<file path="src/uce_pkg.sv">
package uce_pkg;
   // ************************************************************
   // Register word indices, byte address is index times four (printed offsets are not all word aligned)
   // ************************************************************
   localparam logic [11:0] UCE_IDX_CTL = 12'h200;
   localparam logic [11:0] UCE_IDX_SIZE = 12'h202;
   localparam logic [11:0] UCE_IDX_FIFO = 12'h206;
   localparam logic [11:0] UCE_IDX_PEEK = 12'h208;
   localparam logic [11:0] UCE_IDX_DEF = 12'h20A;
   localparam logic [11:0] UCE_IDX_MASK = 12'h20E;
   localparam int UCE_ADDR_W = 14;
   // ************************************************************
   // Control/status field positions
   // ************************************************************
   localparam int UCE_B_EN = 15;
   localparam int UCE_B_NSTALL = 14;
   localparam int UCE_B_KEEP = 13;
   localparam int UCE_B_OWN = 12;
   localparam int UCE_B_SETUP = 11;
   localparam int UCE_B_BUSY = 10;
   localparam int UCE_B_MASK = 0;
   // ************************************************************
   // Reset and fixed values
   // ************************************************************
   localparam logic [15:0] UCE_CTL_RST = 16'h0000;
   localparam logic [15:0] UCE_DEF_VAL = 16'h0000;
   localparam logic [3:0] UCE_SIZE_RST = 4'h0;
   localparam logic [3:0] UCE_MAX_PKT = 4'h8;
   localparam int UCE_DEPTH = 8;
   localparam int UCE_PTR_W = 3;
   // Stage of the current control transfer
   typedef enum logic [2:0]
   {
      UCE_ST_IDLE = 3'b001,
      UCE_ST_DATA = 3'b010,
      UCE_ST_STAT = 3'b100
   } uce_stage_t;
endpackage

</file>
<file path="src/uce_ctrl_ep.sv">
// Added by the designer: the Wishbone register port.
module uce_ctrl_ep
   import uce_pkg::*;
#(
   parameter int DEPTH = UCE_DEPTH
)
(
   // Clock and reset
   input wire logic ref_clk_in,
   input wire logic rst_b_in,
   // Wishbone slave
   input wire logic wb_cyc_in,
   input wire logic wb_stb_in,
   input wire logic wb_we_in,
   input wire logic [UCE_ADDR_W-1:0] wb_adr_in,
   input wire logic [3:0] wb_sel_in,
   input wire logic [31:0] wb_dat_in,
   output logic [31:0] wb_dat_out,
   output logic wb_ack_out,
   // USB engine events (same clock)
   input wire logic usb_reset_in,
   input wire logic usb_suspend_in,
   input wire logic setup_detect_in,
   input wire logic setup_acked_in,
   input wire logic out_data_ok_in,
   input wire logic in_data_acked_in,
   input wire logic read_status_done_in,
   input wire logic write_status_req_in,
   input wire logic token_in,
   input wire logic rx_byte_valid_in,
   input wire logic [7:0] rx_byte_in,
   input wire logic tx_byte_take_in,
   // USB engine answers
   output logic [7:0] tx_byte_out,
   output logic stall_hs_out,
   output logic write_status_ok_out,
   output logic irq_out
);
   // ************************************************************
   // Bus decode
   // ************************************************************
   function automatic logic hit(input logic [UCE_ADDR_W-1:0] a, input logic [11:0] idx);
      hit = (a == {idx, 2'b00});
   endfunction

   logic ack_q;
   logic req;
   logic wr;
   logic rd;
   assign req = wb_cyc_in & wb_stb_in & ~ack_q;
   assign wr = req & wb_we_in & (&wb_sel_in[1:0]);
   assign rd = req & ~wb_we_in;

   logic en_q, nstall_q, keep_q, own_q, setup_q, busy_q, mask_q;
   logic [3:0] size_q;
   logic [UCE_PTR_W-1:0] rptr_q, wptr_q;
   logic [7:0] mem_q [DEPTH];
   uce_stage_t stage_q;
   logic seen_setup_q;

   logic ctl_wr, en_rise, en_fall, sw_release, port_ok, hw_end, clr_most;
   assign ctl_wr = wr & hit(wb_adr_in, UCE_IDX_CTL);
   assign en_rise = ctl_wr & ~en_q & wb_dat_in[UCE_B_EN];
   assign en_fall = ctl_wr & en_q & ~wb_dat_in[UCE_B_EN];
   // Software hands the buffer back: next packet counts from zero
   assign sw_release = ctl_wr & en_q & own_q & ~setup_q & ~wb_dat_in[UCE_B_OWN];
   assign port_ok = en_q & ~setup_q & own_q;
   assign hw_end = read_status_done_in | (write_status_req_in & ~busy_q & stage_q == UCE_ST_STAT);
   assign clr_most = usb_reset_in | usb_suspend_in | hw_end;

   // ************************************************************
   // Control/status register
   // ************************************************************
   logic stage_stall;
   // Stall clear honoured only in data or status stage, setup clear, and only with enable written to 0
   assign stage_stall = ctl_wr & en_q & ~wb_dat_in[UCE_B_NSTALL] & ~setup_q
      & (stage_q != UCE_ST_IDLE) & ~wb_dat_in[UCE_B_EN];

   always_ff @(posedge ref_clk_in)
   begin
      if (!rst_b_in)
      begin
         en_q <= 1'b0;
         nstall_q <= 1'b0;
         keep_q <= 1'b0;
         own_q <= 1'b0;
         setup_q <= 1'b0;
         busy_q <= 1'b0;
         seen_setup_q <= 1'b0;
      end
      else if (en_fall)
      begin
         en_q <= 1'b0;
         nstall_q <= 1'b0;
         keep_q <= 1'b0;
         own_q <= 1'b0;
         setup_q <= 1'b0;
         busy_q <= 1'b0;
         seen_setup_q <= 1'b0;
      end
      else if (en_rise)
      begin
         en_q <= 1'b1;
         keep_q <= 1'b1;
         own_q <= 1'b0;
         setup_q <= 1'b0;
         busy_q <= 1'b0;
         nstall_q <= wb_dat_in[UCE_B_NSTALL];
      end
      else if (en_q && (clr_most || stage_stall))
      begin
         nstall_q <= 1'b0;
         own_q <= 1'b0;
         setup_q <= 1'b0;
         busy_q <= 1'b0;
      end
      else if (en_q)
      begin
         // Stall-release: setup forces it set, software writes it only at enable rise
         if (setup_detect_in)
         begin
            nstall_q <= 1'b1;
            seen_setup_q <= 1'b1;
         end
         if (ctl_wr && !rx_byte_valid_in)
         begin
            keep_q <= wb_dat_in[UCE_B_KEEP] | ~(own_q & ~setup_q);
         end
         else
         begin
            keep_q <= 1'b1;
         end
         // Setup flag: hardware set wins over software clear
         if (setup_detect_in)
         begin
            setup_q <= 1'b1;
         end
         else if (ctl_wr && own_q && !wb_dat_in[UCE_B_SETUP])
         begin
            setup_q <= 1'b0;
         end
         // Ownership
         if (setup_detect_in)
         begin
            own_q <= 1'b0;
         end
         else if ((setup_acked_in && setup_q) || out_data_ok_in || in_data_acked_in)
         begin
            own_q <= 1'b1;
         end
         else if (ctl_wr && !setup_q && !wb_dat_in[UCE_B_OWN])
         begin
            own_q <= 1'b0;
         end
         // Busy
         if (setup_detect_in)
         begin
            busy_q <= 1'b0;
         end
         else if (setup_acked_in)
         begin
            busy_q <= 1'b1;
         end
         else if (ctl_wr && !setup_q && !wb_dat_in[UCE_B_BUSY])
         begin
            busy_q <= 1'b0;
         end
      end
   end

   // ************************************************************
   // Transfer stage tracking
   // ************************************************************
   always_ff @(posedge ref_clk_in)
   begin
      if (!rst_b_in || !en_q || clr_most || stage_stall || setup_detect_in)
      begin
         stage_q <= setup_detect_in && en_q ? UCE_ST_DATA : UCE_ST_IDLE;
      end
      else if (write_status_req_in || read_status_done_in)
      begin
         stage_q <= UCE_ST_STAT;
      end
   end

   // Stall handshake for tokens while stalled, in any stage, once a setup has been seen since enable
   always_ff @(posedge ref_clk_in)
   begin
      if (!rst_b_in)
      begin
         stall_hs_out <= 1'b0;
         write_status_ok_out <= 1'b0;
      end
      else
      begin
         stall_hs_out <= token_in & en_q & ~nstall_q & seen_setup_q;
         write_status_ok_out <= write_status_req_in & en_q & ~busy_q;
      end
   end

   // ************************************************************
   // Received size
   // ************************************************************
   always_ff @(posedge ref_clk_in)
   begin
      if (!rst_b_in || en_fall || clr_most || stage_stall || setup_detect_in || sw_release)
      begin
         size_q <= UCE_SIZE_RST;
      end
      else if (rx_byte_valid_in && size_q != UCE_MAX_PKT)
      begin
         size_q <= size_q + 4'h1;
      end
   end

   // ************************************************************
   // Buffer and pointers
   // ************************************************************
   logic fifo_wr, fifo_rd, flush;
   assign fifo_wr = wr & hit(wb_adr_in, UCE_IDX_FIFO) & port_ok;
   assign fifo_rd = rd & hit(wb_adr_in, UCE_IDX_FIFO) & port_ok;
   assign flush = ctl_wr & en_q & ~wb_dat_in[UCE_B_KEEP] & own_q & ~setup_q;

   always_ff @(posedge ref_clk_in)
   begin
      if (!rst_b_in || en_fall || en_rise || flush || setup_detect_in)
      begin
         rptr_q <= '0;
         wptr_q <= '0;
      end
      else
      begin
         if (fifo_wr || rx_byte_valid_in)
         begin
            wptr_q <= wptr_q + 1'b1;
         end
         if (fifo_rd || tx_byte_take_in)
         begin
            rptr_q <= rptr_q + 1'b1;
         end
      end
   end

   always_ff @(posedge ref_clk_in)
   begin
      if (fifo_wr)
      begin
         mem_q[wptr_q] <= wb_dat_in[7:0];
      end
      else if (rx_byte_valid_in)
      begin
         mem_q[wptr_q] <= rx_byte_in;
      end
   end

   always_ff @(posedge ref_clk_in)
   begin
      if (!rst_b_in)
      begin
         tx_byte_out <= 8'h00;
      end
      else
      begin
         tx_byte_out <= mem_q[rptr_q];
      end
   end

   // ************************************************************
   // Mask and interrupt
   // ************************************************************
   always_ff @(posedge ref_clk_in)
   begin
      if (!rst_b_in)
      begin
         mask_q <= 1'b0;
         irq_out <= 1'b0;
      end
      else
      begin
         if (wr && hit(wb_adr_in, UCE_IDX_MASK))
         begin
            mask_q <= wb_dat_in[UCE_B_MASK];
         end
         irq_out <= mask_q & setup_q;
      end
   end

   // ************************************************************
   // Read mux and acknowledge
   // ************************************************************
   always_ff @(posedge ref_clk_in)
   begin
      if (!rst_b_in)
      begin
         ack_q <= 1'b0;
         wb_dat_out <= 32'h0000_0000;
      end
      else
      begin
         ack_q <= req;
         wb_dat_out <= 32'h0000_0000;
         if (rd)
         begin
            if (hit(wb_adr_in, UCE_IDX_CTL))
            begin
               wb_dat_out[15:0] <= {en_q, nstall_q, keep_q, own_q, setup_q, busy_q, 10'h000};
            end
            else if (hit(wb_adr_in, UCE_IDX_SIZE))
            begin
               wb_dat_out[3:0] <= own_q ? size_q : UCE_SIZE_RST;
            end
            else if (hit(wb_adr_in, UCE_IDX_FIFO) && port_ok)
            begin
               wb_dat_out[7:0] <= mem_q[rptr_q];
            end
            else if (hit(wb_adr_in, UCE_IDX_PEEK) && port_ok)
            begin
               wb_dat_out[7:0] <= mem_q[rptr_q];
            end
            else if (hit(wb_adr_in, UCE_IDX_DEF))
            begin
               wb_dat_out[15:0] <= UCE_DEF_VAL;
            end
            else if (hit(wb_adr_in, UCE_IDX_MASK))
            begin
               wb_dat_out[0] <= mask_q;
            end
         end
      end
   end
   assign wb_ack_out = ack_q;

   // ************************************************************
   // Checks
   // ************************************************************
   property p_setup_set;
      @(posedge ref_clk_in) disable iff (!rst_b_in)
      (en_q && setup_detect_in && !en_fall && !clr_most && !stage_stall) |=> setup_q;
   endproperty
   a_setup_set: assert property (p_setup_set) else $error("setup flag not set");
   property p_setup_hold;
      @(posedge ref_clk_in) disable iff (!rst_b_in)
      (setup_q && !own_q && en_q && !clr_most && !stage_stall && !en_fall) |=> setup_q;
   endproperty
   a_setup_hold: assert property (p_setup_hold) else $error("setup flag cleared unowned");
   property p_irq;
      @(posedge ref_clk_in) disable iff (!rst_b_in)
      (mask_q && setup_q) |=> irq_out;
   endproperty
   a_irq: assert property (p_irq) else $error("irq missing");
   property p_busy_set;
      @(posedge ref_clk_in) disable iff (!rst_b_in)
      (en_q && setup_acked_in && !setup_detect_in && !clr_most && !stage_stall && !en_fall) |=> busy_q;
   endproperty
   a_busy_set: assert property (p_busy_set) else $error("busy not set");
   property p_busy_keep;
      @(posedge ref_clk_in) disable iff (!rst_b_in)
      (busy_q && setup_q && !setup_detect_in && !clr_most && !stage_stall && !en_fall) |=> busy_q;
   endproperty
   a_busy_keep: assert property (p_busy_keep) else $error("busy cleared with setup");
   property p_disable;
      @(posedge ref_clk_in) disable iff (!rst_b_in)
      en_fall |=> (!nstall_q && !own_q && !setup_q && !busy_q && !keep_q && size_q == 4'h0);
   endproperty
   a_disable: assert property (p_disable) else $error("disable left bits");
   property p_enable;
      @(posedge ref_clk_in) disable iff (!rst_b_in)
      en_rise |=> (keep_q && !own_q && !setup_q && !busy_q);
   endproperty
   a_enable: assert property (p_enable) else $error("enable forcing wrong");
   property p_size;
      @(posedge ref_clk_in) disable iff (!rst_b_in)
      size_q <= UCE_MAX_PKT;
   endproperty
   a_size: assert property (p_size) else $error("size over eight");
   property p_peek;
      @(posedge ref_clk_in) disable iff (!rst_b_in)
      (rd && hit(wb_adr_in, UCE_IDX_PEEK) && !tx_byte_take_in && !setup_detect_in) |=> $stable(rptr_q);
   endproperty
   a_peek: assert property (p_peek) else $error("peek moved pointer");
   c_setup: cover property (@(posedge ref_clk_in) setup_q && own_q);
   c_stall: cover property (@(posedge ref_clk_in) stall_hs_out);
   c_read: cover property (@(posedge ref_clk_in) fifo_rd);
endmodule

</file>
<file path="config.mk">
export PLATFORM = sky130hd
export DESIGN_NAME = uce_ctrl_ep
export DESIGN_NICKNAME = d
export VERILOG_FILES = /design/src/uce_pkg.sv /design/src/uce_ctrl_ep.sv
export SDC_FILE = /design/constraint.sdc
export NUM_CORES = 1
export LEC_CHECK = 0
export BUFFER_PORTS_ARGS = -buffer_cell sky130_fd_sc_hd__buf_2
export CORE_MARGIN = 1
export CORE_UTILIZATION = 57
export DETAILED_ROUTE_END_ITERATION = 8
export PLACE_DENSITY = 0.85
export SLEW_MARGIN = 20
export SYNTH_ARGS = -nofsm -noshare
export SYNTH_HDL_FRONTEND = slang
export SYNTH_SLANG_ARGS = --single-unit
</file>
<file path="constraint.sdc">
create_clock -name ref_clk_in -period 3.7 [get_ports ref_clk_in]
set_clock_uncertainty 0.15 [all_clocks]
set_input_delay 0 -clock ref_clk_in [delete_from_list [all_inputs] [get_ports ref_clk_in]]
set_output_delay 0 -clock ref_clk_in [all_outputs]
set_load 0.05 [all_outputs]
</file>
### After elaboration in Yosys (flattened, before gate mapping)

Memory sizes are Yosys's and may differ from the RTL's. A register that Yosys moved wholly into a read port is not among the register bits.
Index checks and enable logic that the tools add are counted.

| word-level totals | value |
|---|---|
| bits in registers | 65 |
| memory bits (writable) | 64 |
| bits of input ports | 74 |
| output and inout bits | 44 |
| word-level logic and storage cells | 182 |
| memories | 1 |

| cells by class | value |
|---|---|
| $add $sub $neg | 3 |
| equal/unequal tests | 10 |
| mux-type cells | 35 |
| bitwise operators | 55 |
| reductions and logical operators | 57 |

Memory list:

| memory | depth | width | read ports | clocked after Yosys merged registers in | wr ports | RTL line | RTL |
|---|---|---|---|---|---|---|---|
| mem_q | 8 | 8 | 1 | 1 | 1 | uce_ctrl_ep.sv:57 | `logic [7:0] mem_q [DEPTH];` |

Operator list:

| operator | number |
|---|---|
| $eq A14 B12 Y1 const B | 6 |
| $and A1 B1 Y1 | 35 |
| $mux W8 | 3 |
| $mux W1 | 23 |
| $logic_or A1 B1 Y1 | 18 |
| $mux W16 | 1 |
| $not A1 Y1 | 15 |
| $reduce_and A2 Y1 | 7 |
| $logic_and A1 B1 Y1 | 13 |
| $mux W3 | 4 |
| $mux W4 | 3 |
| $reduce_bool A3 Y1 | 4 |
| $reduce_or A4 Y1 | 2 |
| $logic_not A1 Y1 | 7 |
| $add A3 B1 Y3 const B | 2 |
| $reduce_bool A2 Y1 | 3 |
| $or A1 B1 Y1 | 5 |
| $add A4 B1 Y4 const B | 1 |
| $ne A4 B4 Y1 const B | 1 |
| $reduce_and A4 Y1 | 1 |
| $eq A3 B3 Y1 const B | 1 |
| $ne A3 B1 Y1 const B | 1 |
| $reduce_or A3 Y1 | 1 |
| $mux W2 | 1 |
| 2 further kinds | 2 |

### Longest topological paths before layout

| depth | value |
|---|---|
| word-level depth | 14 |
| mapped depth | 6 |
| gate-level depth less buffers | 6 |

### Worst setup path before layout

Ideal clock, no wire load.

| path | value |
|---|---|
| path kind | reg-to-reg |
| from | register ack_q (netlist: wb_ack_out) |
| to | memory mem_q[0][0], enable pin |
| library setup time | 0.383 ns |
| arrival time | 2.222 ns |
| data required time | 3.167 ns |
| path slack | 0.945 ns |
| stages on the path, launching flop included | 6 |
| path buffers | 0 |
| clock period less this slack | 2.755 ns |
| cells stage by stage | dfxtp_1 nand3b_1 nor2_1 a31oi_1 or2_2 nor3_1 |

| on the way | value |
|---|---|
| cells in the longest elaborated chain, start to end | 9 |
| elaborated cells between the ends (all ways) | 11 |
| classes of those cells | 4 x mux; 7 x bitwise |

Ends and longest elaborated chain:

| item | RTL line | RTL |
|---|---|---|
| start: declaration | uce_ctrl_ep.sv:46 | `logic ack_q;` |
| start signal: assignment | uce_ctrl_ep.sv:300 | `ack_q <= req;` |
| $not A1 Y1 (*) | uce_ctrl_ep.sv:50 | `assign req = wb_cyc_in & wb_stb_in & ~ack_q;` |
| $and A1 B1 Y1 (*) | uce_ctrl_ep.sv:50 |  |
| $and A1 B1 Y1 (*) (2 in a row) | uce_ctrl_ep.sv:51 | `assign wr = req & wb_we_in & (&wb_sel_in[1:0]);` |
| $and A1 B1 Y1 (*) (2 in a row) | uce_ctrl_ep.sv:220 | `assign fifo_wr = wr & hit(wb_adr_in, UCE_IDX_FIFO) & port_ok;` |
| $mux W1 | uce_ctrl_ep.sv:246 | `if (fifo_wr)` |
| $mux W1, on equally long branches | uce_ctrl_ep.sv:248, uce_ctrl_ep.sv:252 |  |
| $or A1 B1 Y1 (no source line) (*) | -- |  |
| end: declaration | uce_ctrl_ep.sv:57 |  |

Mark *: on every way between the ends. The rest lies on a longest branch, timed or not.

### Worst setup path in the final report

| path | value |
|---|---|
| from | register en_q |
| to | register busy_q |

| on the way | value |
|---|---|
| cells in the longest elaborated chain, start to end | 8 |
| elaborated cells between the ends (all ways) | 13 |
| classes of those cells | 9 x bitwise; 4 x reduce/logical |

Ends and longest elaborated chain:

| item | RTL line | RTL |
|---|---|---|
| start: declaration | uce_ctrl_ep.sv:54 | `logic en_q, nstall_q, keep_q, own_q, setup_q, busy_q, mask_q;` |
| start signal: assignment | uce_ctrl_ep.sv:83 | `en_q <= 1'b0;` |
| start signal: assignment | uce_ctrl_ep.sv:93 | `en_q <= 1'b0;` |
| start signal: assignment | uce_ctrl_ep.sv:103 | `en_q <= 1'b1;` |
| $and A1 B1 Y1 | uce_ctrl_ep.sv:64, uce_ctrl_ep.sv:76 |  |
| $and A1 B1 Y1 (2 in a row) | uce_ctrl_ep.sv:76 | `assign stage_stall = ctl_wr & en_q & ~wb_dat_in[UCE_B_NSTALL] & ~setup_q` |
| $and A1 B1 Y1 (2 in a row) | uce_ctrl_ep.sv:77 | `& (stage_q != UCE_ST_IDLE) & ~wb_dat_in[UCE_B_EN];` |
| $logic_or A1 B1 Y1 | uce_ctrl_ep.sv:110 | `else if (en_q && (clr_most \|\| stage_stall))` |
| $logic_and A1 B1 Y1 | uce_ctrl_ep.sv:110 |  |
| $reduce_or A4 Y1 (no source line) | -- |  |
| end signal: assignment | uce_ctrl_ep.sv:88 | `busy_q <= 1'b0;` |
| end signal: assignment | uce_ctrl_ep.sv:107 | `busy_q <= 1'b0;` |
| end signal: assignment | uce_ctrl_ep.sv:115 | `busy_q <= 1'b0;` |
| end: declaration | uce_ctrl_ep.sv:54 |  |

Parallel ways exist; a longest one is shown, timed or not.
A chain may end at the register's enable or synchronous reset.

==> impl_metrics.json <==
{
  "status": "finished, final reports clean",
  "setup_viol": 0,
  "via_per_inst": 6.08,
  "vdd_drop_max_uv": 460,
  "power_density_nw_per_um2": 513,
  "hold_path.class": "input port to flip-flop",
  "seq_area_frac_synth": 0.629,
  "synth_top_area_frac": 0.429,
  "crit_buf_inv": 3,
  "core.rowCount": 32,
  "fin_crit_ns": 3.45,
  "yosysWarnings": 0,
  "maxSlewHeadroom": 0.348,
  "syn_to_final_growth_pct": 34.6,
  "cts_sinks": 114,
  "dr.first_iter.drc_count": 375,
  "drive_gt1_frac": 0.300,
  "clk_pin_slew_worst_paths_ns": 0.06,
  "maxSlewViolCount": 0,
  "post_drt_wl_per_cell_um": 21.4,
  "crit_type": "flip-flop to flip-flop",
  "yosysMostFrequentCell": "edfxtp_1",
  "ys_ff_latch": 114,
  "route.detailed.drc": 0,
  "synthTopCellsByCount": "67 x edfxtp_1, 47 x dfxtp_1, 37 x nor2_1",
  "fmax_ghz": 0.290,
  "startpoint": "en_q",
  "grt_max_degree": 17,
  "cp_cell_sequence": "inv_1 -> nor3_1 -> nor4b_1 -> dlygate4sd3_1 -> nor4_1 -> dlygate4sd3_1",
  "antennaDiodeCount": 0,
  "io_pins": 118,
  "cpMostUsedCell": "dlygate4sd3_1",
  "cts_max_path_buffers": 2,
  "async_flop_share": 0,
  "grt_pass1_vias": 3920,
  "ant_nets": 0,
  "path_max_fanout": 16,
  "hold_slack_ns": 0.0148,
  "grt_usage": 0.334,
  "post_dp_cell_area_um2": 5170,
  "setup_tns_ns": 0,
  "die_y_um": 92.7,
  "finalPower_mw": 3.24,
  "cts_tree": "done",
  "cellLeakagePower_nw": 2.44,
  "cp_top_family": "buffers and inverters",
  "start_util": 0.598,
  "drv_cap": 0,
  "routed_wl_um": 13000,
  "worst_pin_slew_ns": 0.974,
  "htree_num_levels": 4,
  "die_x_um": 92.7,
  "synth-edff-count": 67,
  "rsz0062_at_grt": "no",
  "numCtsBuffers": 17,
  "firstDrtPassIters": 5,
  "antenna_found_initial": 0,
  "end_kind": "flip-flop",
  "io_buffers": 79,
  "core_area_um2": 7850,
  "syn_area_um2": 4690,
  "worstHoldStart": "wb_adr_in[5]",
  "cts_setup_buffers": 0,
  "postLayoutCellArea_um2": 6320,
  "grt_pass1_wl_um": 20400,
  "final_util": 0.805,
  "slowest_stage": "dfxtp_1",
  "place_congestion": 0.856,
  "start_kind": "flip-flop",
  "syn_inst": 342,
  "synthTopCellsByArea": "edfxtp_1 43%, dfxtp_1 20%, mux4_2 7.7%",
  "overflow": 0,
  "synthFlopType": "edfxtp_1",
  "period_share": 0.933,
  "synthDistinctLibCells": 56,
  "cts_root_buffer": "clkbuf_8",
  "num_vias": 3696,
  "yosys.area.top_type": "edfxtp_1",
  "postSynthAreaPerCell_um2": 13.7,
  "r2r-start": "en_q",
  "insertion_delay_ns": 0.52,
  "max_stage_delay_ns": 0.68,
  "arrival_ns": 3.71,
  "nets": 571,
  "required_ns": 3.96,
  "finalHoldViolCount": 0,
  "dp_hpwl_um": 6660,
  "die-area_um2": 8600
}
-- layout make-up --
type,count,area (um^2)
Sequential cell,114,2950
Multi-Input combinational cell,210,1600
Tap cell,102,128
Fill cell,368,1530
Clock inverter,5,31.3
Clock buffer,27,568
Timing Repair Buffer,142,1010
Inverter,8,30.0
-- worst reg2reg max path: stages, from the launching register on --
cell	delay (ns)
dfxtp_1	0.68
inv_1	0.35
nor3_1	0.51
nor4b_1	0.40
dlygate4sd3_1	0.64
nor4_1	0.05
dlygate4sd3_1	0.55
-- final timing paths --
kind / cells after the start / end / slack, ns
setup / recovery: 6 / busy_q / 0.25
hold / removal: 5 / wb_dat_out[0] / 0.01
setup reg to reg: 6 / busy_q / 0.25
hold reg to reg: 1 / wb_dat_out[13] / 0.36
-- flip-flops by register name, summed over array words and instances, names as in the netlist, named ones only --
register,flops
busy_q,1
en_q,1
irq_out,1
keep_q,1
mask_q,1
mem_q,64
nstall_q,1
own_q,1
rptr_q,3
seen_setup_q,1
setup_q,1
size_q,4
stage_q,3
stall_hs_out,1
tx_byte_out,8
wb_ack_out,1
wb_dat_out,14
wptr_q,3
write_status_ok_out,1
-- cells by family (layout without fill, tap and decap cells) --
family / after synthesis / after routing / synth area share
adder cells (fa/ha/maj): 4 / 4 / 0.0107
AO/OA/AOI/OAI: 37 / 37 / 0.0549
flip-flops: 114 / 114 / 0.629
XOR/XNOR: 5 / 5 / 0.00933
other: 1 / 18 / 0.000799
buffers and inverters: 35 / 182 / 0.0432
AND/OR/NAND/NOR: 112 / 112 / 0.135
multiplexers: 34 / 34 / 0.117
-- layer usage --
layer	share of wire	GRT usage	wire length, um	vias to the layer above
met2	0.51	0.569	6680	306
met1	0.34	0.358	4390	1762
met4	0.049	0.218	637	0
met5	0	0	0	-
met3	0.10	0.105	1300	69
li1	-	-	-	1559
-- metrics by stage --
| step | setup WS (ns) | cells |
|---|---|---|
| 6_report | 0.248 | 608 |
| 4_1_cts | 0.373 | 608 |
| 2_1_floorplan | 0.945 | 359 |
| 5_1_grt | 0.243 | 608 |
| 3_3_place_gp | 0.864 | 521 |
| 3_5_place_dp | 0.713 | 521 |
-- report_power, final --
part / total, mW / switching (mW) / internal [mW] / leakage, nW
clock network: 1.61 / 0.570 / 1.04 / 0.299
logic: 0.249 / 0.154 / 0.0952 / 1.15
registers: 1.38 / 0.0126 / 1.37 / 0.995
-- cells in the final DEF (no fill, tap or decap), types with 3 or more instances in the layout --
master	netlist	layout
nand3b_1	3	3
nor3_1	8	8
buf_2	3	79
o21ai_0	5	5
a31oi_1	5	5
and2_1	6	6
and3_1	5	5
inv_1	8	8
mux2_2	8	8
ha_1	4	4
clkbuf_1	6	4
mux4_2	16	16
edfxtp_1	67	67
nand2_1	13	13
dfxtp_1	47	47
mux2i_1	10	10
o211ai_1	3	3
buf_4	18	8
clkbuf_16	0	21
xor2_1	4	4
conb_1	1	18
a21oi_1	10	10
dlygate4sd3_1	0	55
nand4_1	4	4
nand2b_1	4	4
nor2_1	37	37
a2bb2oi_1	3	3
nand3_1	9	9
-- what timing repair did --
action,4_1_cts,5_1_grt
resized for setup,0,0
endpoints found under the hold margin,117,0
hold buffers,55,0
endpoints found under the setup margin,0,0
Note: power is estimated with default switching activity, not from simulation.
